### config.mk
export PLATFORM = sky130hd
export DESIGN_NAME = dsmp_port
export DESIGN_NICKNAME = d
export VERILOG_FILES = /design/src/rtl/dsmp_pkg.sv /design/src/rtl/dsmp_port.sv /design/src/rtl/dsmp_reg_decode.sv
export VERILOG_INCLUDE_DIRS = /design/src /design/src/rtl
export SDC_FILE = /design/constraint.sdc
export NUM_CORES = 1
export LEC_CHECK = 0
export ABC_CLOCK_PERIOD_IN_PS = 2200
export BUFFER_PORTS_ARGS = -buffer_cell sky130_fd_sc_hd__buf_2
export CORE_UTILIZATION = 42
export DETAILED_ROUTE_END_ITERATION = 8
export PLACE_DENSITY = 0.81
export SYNTH_ARGS = -nofsm -noshare
export SYNTH_HDL_FRONTEND = slang
export SYNTH_SLANG_ARGS = --single-unit
### constraint.sdc
create_clock -name CLK -period 2.2 [get_ports CLK]
set_input_delay 0.66 -clock CLK [delete_from_list [all_inputs] [get_ports CLK]]
set_output_delay 0.66 -clock CLK [all_outputs]
set_load 0.02 [all_outputs]
### src/rtl/dsmp_defines.svh
`ifndef DSMP_DEFINES_SVH
`define DSMP_DEFINES_SVH

// ----------------------------------------------------------------------------
// register select codes (low bits of the ten-bit register address)
// ----------------------------------------------------------------------------
`define DSMP_SEL_B_REGION   2'b10          // narrow map: region-base
`define DSMP_SEL_B_CTRL     2'b11          // narrow map: control
`define DSMP_SEL_A_REGION   4'b0110        // shared map: region-base
`define DSMP_SEL_A_CTRL     4'b0111        // shared map: control

// ----------------------------------------------------------------------------
// field positions (bit 0 is the most significant bit)
// ----------------------------------------------------------------------------
`define DSMP_CTRL_DECODE_EN 0              // control bit that enables decoding
`define DSMP_ADDR_TOP_MSB   0              // first compared processor address bit
`define DSMP_ADDR_TOP_LSB   7              // last compared processor address bit

// ----------------------------------------------------------------------------
// reset values and clock ratio limits
// ----------------------------------------------------------------------------
`define DSMP_REG_RST        8'h00
`define DSMP_DATA_RST       32'h0000_0000
`define DSMP_RATIO_MIN      4'h1
`define DSMP_RATIO_MAX_A    4'h8
`define DSMP_RATIO_MAX_B    4'h4

`endif

### src/rtl/dsmp_pkg.sv
package dsmp_pkg;

  // ----------------------------------------------------------------------------
  // access sequencer states
  // ----------------------------------------------------------------------------
  typedef enum logic [1:0] {
    DSMP_IDLE   = 2'b00,
    DSMP_BUSY   = 2'b01,
    DSMP_RETIRE = 2'b10
  } dsmp_state_e;

  typedef logic [0:7]  dsmp_byte_t;
  typedef logic [0:31] dsmp_word_t;

endpackage

### src/rtl/dsmp_port.sv
`timescale 1ns/1ps
`include "dsmp_defines.svh"

// Overview of operation
// - The memory-side clock runs this port and the fabric memory, at a cpu ratio of 1 to 8 (A) or 1 to 4 (B).
// - In variant A an access lasts any whole number of cycles and ends only on the completion input.
// - No new access starts before the current one has ended: on its completion in variant A, after one busy cycle in variant B.
// - Attribute inputs load the registers at power-up and after every processor reset.
// - The control register starts from its 8-bit init input and software writes replace it.
// - The region-base register starts from its 8-bit init input and places the 16 MB space.
// - In variant B eight tie bits plus low bits 10 and 11 address region-base and control.
// - In variant A six tie bits plus low bits 0110 and 0111 address region-base and control.
// - An access is claimed only if the top eight address bits match region-base and decoding is on.
// - A pending load is served before a pending store.
module dsmp_port
  import dsmp_pkg::*;
(
  input  wire logic              CLK,                // memory-side clock
  input  wire logic              RST_B,              // async reset, active low
  input  wire logic              PROC_RESET,         // processor reset, reloads registers
  input  wire logic              VARIANT_A,          // strap: high for variant A
  input  wire logic [3:0]        CLOCK_RATIO,        // strap: cpu to memory clock ratio
  output logic                   RATIO_OK,           // ratio within variant limits
  input  wire dsmp_pkg::dsmp_byte_t CTRL_INIT_VALUE,    // control register init value
  input  wire dsmp_pkg::dsmp_byte_t REGION_INIT_VALUE,  // region-base init value
  input  wire dsmp_pkg::dsmp_byte_t REG_ADDR_HI_EIGHT,  // register address top, variant B
  input  wire logic [0:5]        REG_ADDR_HI_SIX,    // register address top, variant A
  input  wire logic [0:9]        DCR_ADDR,           // register bus address
  input  wire logic              DCR_READ,           // register read strobe
  input  wire logic              DCR_WRITE,          // register write strobe
  input  wire dsmp_pkg::dsmp_byte_t DCR_WR_DATA,        // register write data
  output dsmp_pkg::dsmp_byte_t   DCR_RD_DATA,        // register read data
  output logic                   DCR_ACK,            // register access taken
  output dsmp_pkg::dsmp_byte_t   CTRL_VALUE,         // current control register
  output dsmp_pkg::dsmp_byte_t   REGION_VALUE,       // current region-base register
  input  wire logic              CPU_LOAD_REQ,       // load pending, held until answered
  input  wire dsmp_pkg::dsmp_word_t CPU_LOAD_ADDR,      // load address
  input  wire logic              CPU_STORE_REQ,      // store pending, held until answered
  input  wire dsmp_pkg::dsmp_word_t CPU_STORE_ADDR,     // store address
  output logic                   CPU_LOAD_DONE,      // load finished, data valid
  output logic                   CPU_STORE_DONE,     // store finished
  output logic                   CPU_LOAD_MISS,      // load not claimed
  output logic                   CPU_STORE_MISS,     // store not claimed
  output dsmp_pkg::dsmp_word_t   CPU_LOAD_DATA,      // captured load data
  output logic                   ACCESS_START,       // one-cycle start to the fabric
  output logic                   ACCESS_WRITE,       // started access is a store
  output logic                   ACCESS_BUSY,        // access outstanding
  input  wire dsmp_pkg::dsmp_word_t FABRIC_READ_DATA,   // read data from the fabric
  input  wire logic              ACCESS_DONE_PULSE   // completion from the fabric
);

  // ----------------------------------------------------------------------------
  // declarations
  // ----------------------------------------------------------------------------
  dsmp_state_e state_r;
  dsmp_state_e state_nxt;
  dsmp_byte_t  ctrl_r;
  dsmp_byte_t  region_r;
  logic        init_pend_r;
  logic        variant_a_r;
  logic        ratio_ok_r;
  logic        is_write_r;
  logic        start_r;
  logic        ld_done_r;
  logic        st_done_r;
  logic        ld_miss_r;
  logic        st_miss_r;
  dsmp_word_t  ld_data_r;
  dsmp_byte_t  rd_data_r;
  logic        ack_r;
  logic        hit_region;
  logic        hit_ctrl;
  logic        ld_claim;
  logic        st_claim;
  logic        fab_done;
  logic        go_load;
  logic        go_store;
  logic        go_miss;
  logic        reload;
  logic        bus_ok;

  // ----------------------------------------------------------------------------
  // register address decode
  // ----------------------------------------------------------------------------
  dsmp_reg_decode u_decode (
    .addr       (DCR_ADDR),
    .hi_eight   (REG_ADDR_HI_EIGHT),
    .hi_six     (REG_ADDR_HI_SIX),
    .variant_a  (variant_a_r),
    .hit_region (hit_region),
    .hit_ctrl   (hit_ctrl)
  );

  // ----------------------------------------------------------------------------
  // strap capture and register load
  // ----------------------------------------------------------------------------
  // reload on the first edge after reset and on processor reset
  assign reload = init_pend_r || PROC_RESET;

  // power-up load pending until the first edge after release
  always_ff @(posedge CLK or negedge RST_B) begin
    if (!RST_B) begin
      init_pend_r <= 1'b1;
    end else begin
      init_pend_r <= 1'b0;
    end
  end

  // straps caught by a clocked load, never by the reset itself
  always_ff @(posedge CLK or negedge RST_B) begin
    if (!RST_B) begin
      variant_a_r <= 1'b0;
      ratio_ok_r  <= 1'b0;
    end else if (reload) begin
      variant_a_r <= VARIANT_A;
      // ratio range depends on the variant
      ratio_ok_r  <= (CLOCK_RATIO >= `DSMP_RATIO_MIN) &&
                     (CLOCK_RATIO <= (VARIANT_A ? `DSMP_RATIO_MAX_A : `DSMP_RATIO_MAX_B));
    end
  end

  // control register: init value, then software writes
  always_ff @(posedge CLK or negedge RST_B) begin
    if (!RST_B) begin
      ctrl_r <= `DSMP_REG_RST;
    end else if (reload) begin
      ctrl_r <= CTRL_INIT_VALUE;
    end else if (DCR_WRITE && hit_ctrl) begin
      ctrl_r <= DCR_WR_DATA;
    end
  end

  // region-base register: init value, then software writes
  always_ff @(posedge CLK or negedge RST_B) begin
    if (!RST_B) begin
      region_r <= `DSMP_REG_RST;
    end else if (reload) begin
      region_r <= REGION_INIT_VALUE;
    end else if (DCR_WRITE && hit_region) begin
      region_r <= DCR_WR_DATA;
    end
  end

  // ----------------------------------------------------------------------------
  // register bus answer
  // ----------------------------------------------------------------------------
  // only a decoded address is acknowledged; others are left to other slaves
  assign bus_ok = (DCR_READ || DCR_WRITE) && (hit_region || hit_ctrl) && !reload;

  always_ff @(posedge CLK or negedge RST_B) begin
    if (!RST_B) begin
      ack_r     <= 1'b0;
      rd_data_r <= `DSMP_REG_RST;
    end else begin
      ack_r <= bus_ok;
      if (DCR_READ && bus_ok) begin
        rd_data_r <= hit_ctrl ? ctrl_r : region_r;
      end
    end
  end

  // ----------------------------------------------------------------------------
  // access sequencer
  // ----------------------------------------------------------------------------
  // claim on region match with decoding enabled
  assign ld_claim = ctrl_r[`DSMP_CTRL_DECODE_EN] &&
                    (CPU_LOAD_ADDR[`DSMP_ADDR_TOP_MSB:`DSMP_ADDR_TOP_LSB] == region_r);
  assign st_claim = ctrl_r[`DSMP_CTRL_DECODE_EN] &&
                    (CPU_STORE_ADDR[`DSMP_ADDR_TOP_MSB:`DSMP_ADDR_TOP_LSB] == region_r);

  // load wins when both are pending
  assign go_load  = (state_r == DSMP_IDLE) && !reload && CPU_LOAD_REQ && ld_claim;
  assign go_store = (state_r == DSMP_IDLE) && !reload && !CPU_LOAD_REQ &&
                    CPU_STORE_REQ && st_claim;
  assign go_miss  = (state_r == DSMP_IDLE) && !reload && !go_load && !go_store &&
                    (CPU_LOAD_REQ || CPU_STORE_REQ);

  // variant A waits for completion; variant B ends after one cycle
  assign fab_done = (state_r == DSMP_BUSY) && (!variant_a_r || ACCESS_DONE_PULSE);

  // next state
  always_comb begin
    state_nxt = state_r;
    unique case (state_r)
      DSMP_IDLE: begin
        if (go_load || go_store) begin
          state_nxt = DSMP_BUSY;
        end else if (go_miss) begin
          state_nxt = DSMP_RETIRE;
        end
      end
      DSMP_BUSY: begin
        // hold until the current access completes
        if (fab_done) begin
          state_nxt = DSMP_RETIRE;
        end
      end
      DSMP_RETIRE: begin
        state_nxt = DSMP_IDLE;
      end
      default: begin
        state_nxt = DSMP_IDLE;
      end
    endcase
  end

  always_ff @(posedge CLK or negedge RST_B) begin
    if (!RST_B) begin
      state_r <= DSMP_IDLE;
    end else begin
      state_r <= state_nxt;
    end
  end

  // start pulse and access direction
  always_ff @(posedge CLK or negedge RST_B) begin
    if (!RST_B) begin
      start_r    <= 1'b0;
      is_write_r <= 1'b0;
    end else begin
      start_r <= go_load || go_store;
      if (go_load || go_store) begin
        is_write_r <= go_store;
      end
    end
  end

  // answers to the processor, one cycle each
  always_ff @(posedge CLK or negedge RST_B) begin
    if (!RST_B) begin
      ld_done_r <= 1'b0;
      st_done_r <= 1'b0;
      ld_miss_r <= 1'b0;
      st_miss_r <= 1'b0;
    end else begin
      ld_done_r <= fab_done && !is_write_r;
      st_done_r <= fab_done && is_write_r;
      ld_miss_r <= go_miss && CPU_LOAD_REQ;
      st_miss_r <= go_miss && !CPU_LOAD_REQ;
    end
  end

  // load data captured in the completion cycle
  always_ff @(posedge CLK or negedge RST_B) begin
    if (!RST_B) begin
      ld_data_r <= `DSMP_DATA_RST;
    end else if (fab_done && !is_write_r) begin
      ld_data_r <= FABRIC_READ_DATA;
    end
  end

  // ----------------------------------------------------------------------------
  // outputs
  // ----------------------------------------------------------------------------
  assign RATIO_OK       = ratio_ok_r;
  assign DCR_RD_DATA    = rd_data_r;
  assign DCR_ACK        = ack_r;
  assign CTRL_VALUE     = ctrl_r;
  assign REGION_VALUE   = region_r;
  assign CPU_LOAD_DONE  = ld_done_r;
  assign CPU_STORE_DONE = st_done_r;
  assign CPU_LOAD_MISS  = ld_miss_r;
  assign CPU_STORE_MISS = st_miss_r;
  assign CPU_LOAD_DATA  = ld_data_r;
  assign ACCESS_START   = start_r;
  assign ACCESS_WRITE   = is_write_r;
  assign ACCESS_BUSY    = (state_r == DSMP_BUSY);

endmodule

### src/rtl/dsmp_reg_decode.sv
`timescale 1ns/1ps
`include "dsmp_defines.svh"

module dsmp_reg_decode
  import dsmp_pkg::*;
(
  input  wire logic [0:9] addr,       // register bus address
  input  wire logic [0:7] hi_eight,   // upper eight address bits, narrow map
  input  wire logic [0:5] hi_six,     // upper six address bits, shared map
  input  wire logic       variant_a,  // high selects the shared map
  output logic            hit_region, // address selects region-base register
  output logic            hit_ctrl    // address selects control register
);

  // ----------------------------------------------------------------------------
  // address match
  // ----------------------------------------------------------------------------
  logic hi_ok_b;
  logic hi_ok_a;

  // upper bits of each map compared against the tie inputs
  assign hi_ok_b = (addr[0:7] == hi_eight);
  assign hi_ok_a = (addr[0:5] == hi_six);

  // select register from the low bits of the active map
  always_comb begin
    if (variant_a) begin
      hit_region = hi_ok_a && (addr[6:9] == `DSMP_SEL_A_REGION);
      hit_ctrl   = hi_ok_a && (addr[6:9] == `DSMP_SEL_A_CTRL);
    end else begin
      hit_region = hi_ok_b && (addr[8:9] == `DSMP_SEL_B_REGION);
      hit_ctrl   = hi_ok_b && (addr[8:9] == `DSMP_SEL_B_CTRL);
    end
  end

endmodule

### Word-level counts from Yosys, hierarchy flattened

Index checks and enable logic that the tools add are counted.

| storage, ports and cells | value |
|---|---|
| register bits | 68 |
| input port bits | 157 |
| output and inout bits | 65 |
| logic and storage cells | 82 |

| operators by class | value |
|---|---|
| $lt $le $gt $ge | 2 |
| equal/unequal tests | 11 |
| muxes and demuxes | 12 |
| reductions and logical operators | 42 |

Operators by type and width:

| cell | count |
|---|---|
| 8-bit 2-to-1 mux | 5 |
| 1-bit logical AND | 26 |
| 8-bit == test | 3 |
| 4-bit by 3-bit == test with 1-bit output (second input constant) | 2 |
| 6-bit == test | 1 |
| 1-bit zero test | 6 |
| 1-bit logical OR | 6 |
| 2-bit 2-to-1 mux | 3 |
| 2-bit == test (second input constant) | 2 |
| 4-bit by 1-bit >= comparator with 1-bit output (second input constant) | 1 |
| 4-bit less-or-equal comparator | 1 |
| 4-bit 2-to-1 mux | 1 |
| 2-bit case mux with 2 select lines | 1 |
| 2-bit nonzero test | 2 |
| 3-bit by 2-bit inequality test with 1-bit output (second input constant) | 1 |
| 2-bit by 1-bit == test with 1-bit output (second input constant) | 1 |
| 2-bit zero test | 1 |
| 1-bit 2-to-1 mux | 2 |
| 2-bit by 1-bit inequality test with 1-bit output (second input constant) | 1 |
| 2-bit AND reduction | 1 |

### Depth between registers and ports, before layout

| depth | value |
|---|---|
| depth in word-level cells | 12 |
| gate-level depth with buffers | 6 |
| gate-level depth less buffers | 6 |

### By module

From an unflattened synthesis, not the netlist that was laid out.

| unflattened totals | value |
|---|---|
| cells, all modules | 268 |
| area, all modules | 3240.6 um2 |

Modules (own cells, without submodules):

| module | instances | cells an instance | area each (um2) | seq. area each (um2) |
|---|---|---|---|---|
| dsmp_port | 1 | 244 | 3044.2 | 1702.9 |
| dsmp_reg_decode | 1 | 24 | 196.4 | 0.0 |

### Least setup slack after synthesis

Ideal clock, no wire load.

| path | value |
|---|---|
| path type | input to register |
| start point | input REG_ADDR_HI_EIGHT[0] |
| end point | register rd_data_r[0] (netlist: DCR_RD_DATA[0]) |
| library setup time | 125 ps |
| arrival time | 2101 ps |
| required time | 2075 ps |
| slack | -26 ps |
| cell stages on the path | 5 |
| buffers on the path | 0 |
| cells stage by stage | xor2_1 nor4_2 nand3_1 a211oi_4 mux2_2 |

| between the ends | value |
|---|---|
| longest elaborated chain between the ends | 7 |
| elaborated cells on any way between the ends | 10 |
| classes of those cells | eq/ne: 1; mux: 3; reduce/logical: 6 |

Ends and longest elaborated chain:

| what | line | source |
|---|---|---|
| start, declared | dsmp_port.sv:26 | `input wire dsmp_pkg::dsmp_byte_t REG_ADDR_HI_EIGHT,` |
| 8-bit == test * | dsmp_reg_decode.sv:22 | `assign hi_ok_b = (addr[0:7] == hi_eight);` |
| 1-bit logical AND, on equally long branches | dsmp_reg_decode.sv:31, dsmp_reg_decode.sv:32 |  |
| 1-bit 2-to-1 mux | dsmp_reg_decode.sv:27 | `if (variant_a) begin` |
| 1-bit logical OR | dsmp_port.sv:148 | `assign bus_ok = (DCR_READ \|\| DCR_WRITE) && (hit_region \|\| hit_ctrl) && !reload;` |
| 1-bit logical AND (2 in a row) | dsmp_port.sv:148 |  |
| 1-bit logical AND | dsmp_port.sv:156 | `if (DCR_READ && bus_ok) begin` |
| end signal, assigned | dsmp_port.sv:153 | `` rd_data_r <= `DSMP_REG_RST; `` |
| end signal, assigned | dsmp_port.sv:157 | `rd_data_r <= hit_ctrl ? ctrl_r : region_r;` |
| end, declared | dsmp_port.sv:69 | `dsmp_byte_t rd_data_r;` |

Mark *: on every way between the ends. The rest lies on a longest branch, timed or not.
A chain may end at the register's enable or synchronous reset.

### Worst setup path in the final report

| path | value |
|---|---|
| start point | input DCR_ADDR[0] (netlist bit) |
| end point | register rd_data_r[4] (netlist: DCR_RD_DATA[4]) |

| between the ends | value |
|---|---|
| longest elaborated chain between the ends | 7 |
| elaborated cells on any way between the ends | 13 |
| classes of those cells | eq/ne: 2; mux: 3; reduce/logical: 8 |

Ends and longest elaborated chain:

| what | line | source |
|---|---|---|
| start, declared | dsmp_port.sv:28 | `input wire logic [0:9] DCR_ADDR,` |
| 8-bit == test or 6-bit == test (tied branches) | dsmp_reg_decode.sv:22, dsmp_reg_decode.sv:23 |  |
| 1-bit logical AND, on equally long branches | - |  |
| 1-bit 2-to-1 mux | dsmp_reg_decode.sv:27 |  |
| 1-bit logical OR | dsmp_port.sv:148 |  |
| 1-bit logical AND (2 in a row) | dsmp_port.sv:148 |  |
| 1-bit logical AND | dsmp_port.sv:156 |  |

Parallel ways exist; a longest one is shown, timed or not.

==> flow_metrics.tcl <==
set metrics [dict create \
    start_kind "input port" \
    cts_sinks 68 \
    post_drt_wl_per_cell_um 15.0 \
    port_buffers 173 \
    min_path_type "input port to async pin" \
    synth_edf_count 0 \
    grt_max_degree 69 \
    cts_buffers 9 \
    die_y_um 90.9 \
    totalWireLength_um 8890 \
    p_clk_frac 0.371 \
    clk_root_buffer_cell "clkbuf_8" \
    core_area_um2 7690 \
    drive_above_1_share 0.548 \
    gp_congestion 0.774 \
    pwr-share-seq 0.480 \
    vdd_drop_max_mv 0.401 \
    outcome "finished, final reports clean" \
    synthCells 291 \
    post_cts_buffers 0 \
    synth_top_cell_by_area "dfrtp_1" \
    drcViolationCount 0 \
    synth_top_flop_cell "dfrtp_1" \
    drt_iter0_drc 82 \
    clockBufferDepth 2 \
    vias 3013 \
    holdBufCountCts 0 \
    crit_chain "buf_2 > xor2_1 > nor4_2 > nand2_1 > a211oi_4 > buf_12 > mux2_2" \
    ioPinCount 222 \
    yosys-top-cells-count "dfrtp_1 (67), mux2_2 (47), nand3_1 (25)" \
    die_w_um 90.9 \
    tritoncts "done" \
    dpl.hpwl_um 6950 \
    ys_ff_latch 68 \
    grt-ovfl-total 0 \
    fin_worst_skew_ns 0.00799 \
    grt_pass1_vias 3144 \
    grt.total_usage 0.223 \
    critPathArrivalTime_ns 2.24 \
    setup_viol 0 \
    grt_setup_unrepaired "false" \
    synth.most_common_cell "dfrtp_1" \
    slew_violations 0 \
    post_drt_via_cell_ratio 5.10 \
    internal_power_mw 2.03 \
    holdWs_ns 0.336 \
    start_util 0.431 \
    ctsResizeCount 0 \
    final_cells 591 \
    worstSetupPathType "input port to register" \
    syn_avg_cell_area_um2 11.4 \
    endpoint_kind "register" \
    power_mw 2.77 \
    syn2layout_area_growth_pct 40.3 \
    h-tree-depth 3 \
    postRouteAntennaNets 0 \
    swShare 0.265 \
    slowest_delay_ns 0.34 \
    period_minus_slack_ns 2.02 \
    fin_nets 643 \
    path_max_fanout 8 \
    seq_area_frac_synth 0.514 \
    path_clk_slew_ns 0.07 \
    pwr-share-comb 0.149 \
    synthTopCellsByArea "dfrtp_1 (51%), mux2_2 (16%), xnor2_1 (6.3%)" \
    max_freq_mhz 494 \
    syn_area_um2 3320 \
    crit_buf_inv 2 \
    crit_family "simple AND/OR/NAND/NOR gates" \
    antenna_found_initial 0 \
    post-route-period-util 0.920 \
    crit_slowest_cell "nor4_2" \
    die_area_um2 8250 \
    tns_ns 0 \
    clock_latency_ns 0.33 \
    async_reset_ff_frac 1.00 \
    antenna_cells 0 \
    ys_warn_count 0 \
    synth_top_area_frac 0.506 \
    p_switching_mw 0.734 \
    powerDensity_nw_per_um2 595 \
    synth.distinct_cells 36 \
    critPathRequiredTime_ns 2.42 \
    grt_pass1_wl_um 14400 \
    syn_nets 450 \
    max_cap_viol_count 0 \
    rows 32 \
    drtPass1Iterations 4 \
    hold_viol_final 0 \
    dp_cells 575 \
    p_leak_nw 2.46 \
]
routing by layer:
metal / wire length (um) / global-route usage / vias to the layer above
met4: 89 / 0.0807 / 0
met2: 4520 / 0.391 / 157
met5: 0 / 0 / -
met1: 3680 / 0.270 / 1414
li1: - / - / 1433
met3: 600 / 0.0446 / 9
cell type report:
type	instances	area, um^2
clock buffer	10	138
clock inverter	6	63.8
fill	688	3040
inverter	5	18.8
multi-input combinational	208	1560
sequential	68	1700
tap	102	128
timing repair buffer	192	1050
state kept, by name, summed over array words and instances (netlist names):
name	flops
DCR_ACK	1
CTRL_VALUE	8
RATIO_OK	1
CPU_STORE_DONE	1
CPU_STORE_MISS	1
CPU_LOAD_DATA	32
CPU_LOAD_MISS	1
ACCESS_START	1
CPU_LOAD_DONE	1
ACCESS_WRITE	1
REGION_VALUE	8
DCR_RD_DATA	8
init_pend_r	1
state_r	2
variant_a_r	1
per-stage QoR:
stage | cell area (um^2) | utilization | setup WS [ns]
floorplan | 3320 | - | -0.000552
global route | 4650 | 0.605 | 0.0590
CTS | 4650 | 0.605 | 0.176
global placement | 4450 | 0.579 | -0.170
finish | 4650 | 0.605 | 0.176
detailed placement | 4450 | 0.579 | -0.180
cells by family after synthesis:
family,synth area share
buf+inv,0.0181
fa+ha+maj,0.00755
simple gates,0.138
flops,0.514
other cells,0.00113
compound gates,0.0789
xor+xnor,0.0792
mux,0.163
worst paths after layout:
| check | start | to | slack [ns] | cells past startpoint |
|---|---|---|---|---|
| setup / recovery | DCR_ADDR[0] | DCR_RD_DATA[4]$_DFFE_PN0P_ | 0.18 | 7 |
| hold / removal | RST_B | CPU_LOAD_DATA[0]$_DFFE_PN0P_ | 0.34 | 2 |
| setup reg to reg | variant_a_r$_DFFE_PN0P_ | DCR_RD_DATA[4]$_DFFE_PN0P_ | 0.21 | 6 |
| hold reg to reg | state_r[1]$_DFFE_PN0P_ | state_r[1]$_DFFE_PN0P_ | 0.47 | 1 |
| max in group asynchronous | RST_B | init_pend_r$_DFF_PN1_ | 1.54 | 2 |
| min in group CLK | state_r[1]$_DFFE_PN0P_ | state_r[1]$_DFFE_PN0P_ | 0.47 | 1 |
power groups by stage:
stage	combinational (mW)	sequential [mW]	clock, mW
finish	0.411	1.33	1.03
global route	0.455	1.33	1.11
CTS	0.416	1.33	1.06
detailed placement	0.415	1.35	0
global placement	0.400	1.35	0
floorplan	0.163	1.38	0
cells in the final DEF (no fill, tap or decap), drive strengths merged:
| master | instances |
|---|---|
| buf | 192 |
| xnor2 | 24 |
| nand2 | 10 |
| a31o | 1 |
| nor3 | 3 |
| clkinvlp | 2 |
| ha | 2 |
| dfstp | 1 |
| a21oi | 1 |
| clkbuf | 10 |
| nor2b | 2 |
| xor2 | 6 |
| nand4b | 1 |
| inv | 5 |
| clkinv | 3 |
| nand4 | 4 |
| and2 | 1 |
| bufinv | 1 |
| o21ai | 19 |
| nand3 | 25 |
| nor4 | 6 |
| o32ai | 1 |
| nand3b | 1 |
| or4 | 2 |
| conb | 1 |
| o41ai | 1 |
| and3 | 5 |
| nor2 | 23 |
| a211oi | 2 |
| mux2 | 48 |
| o21bai | 1 |
| dfrtp | 67 |
| a31oi | 16 |
| or2 | 2 |
Note: power is estimated with default switching activity, not from simulation.
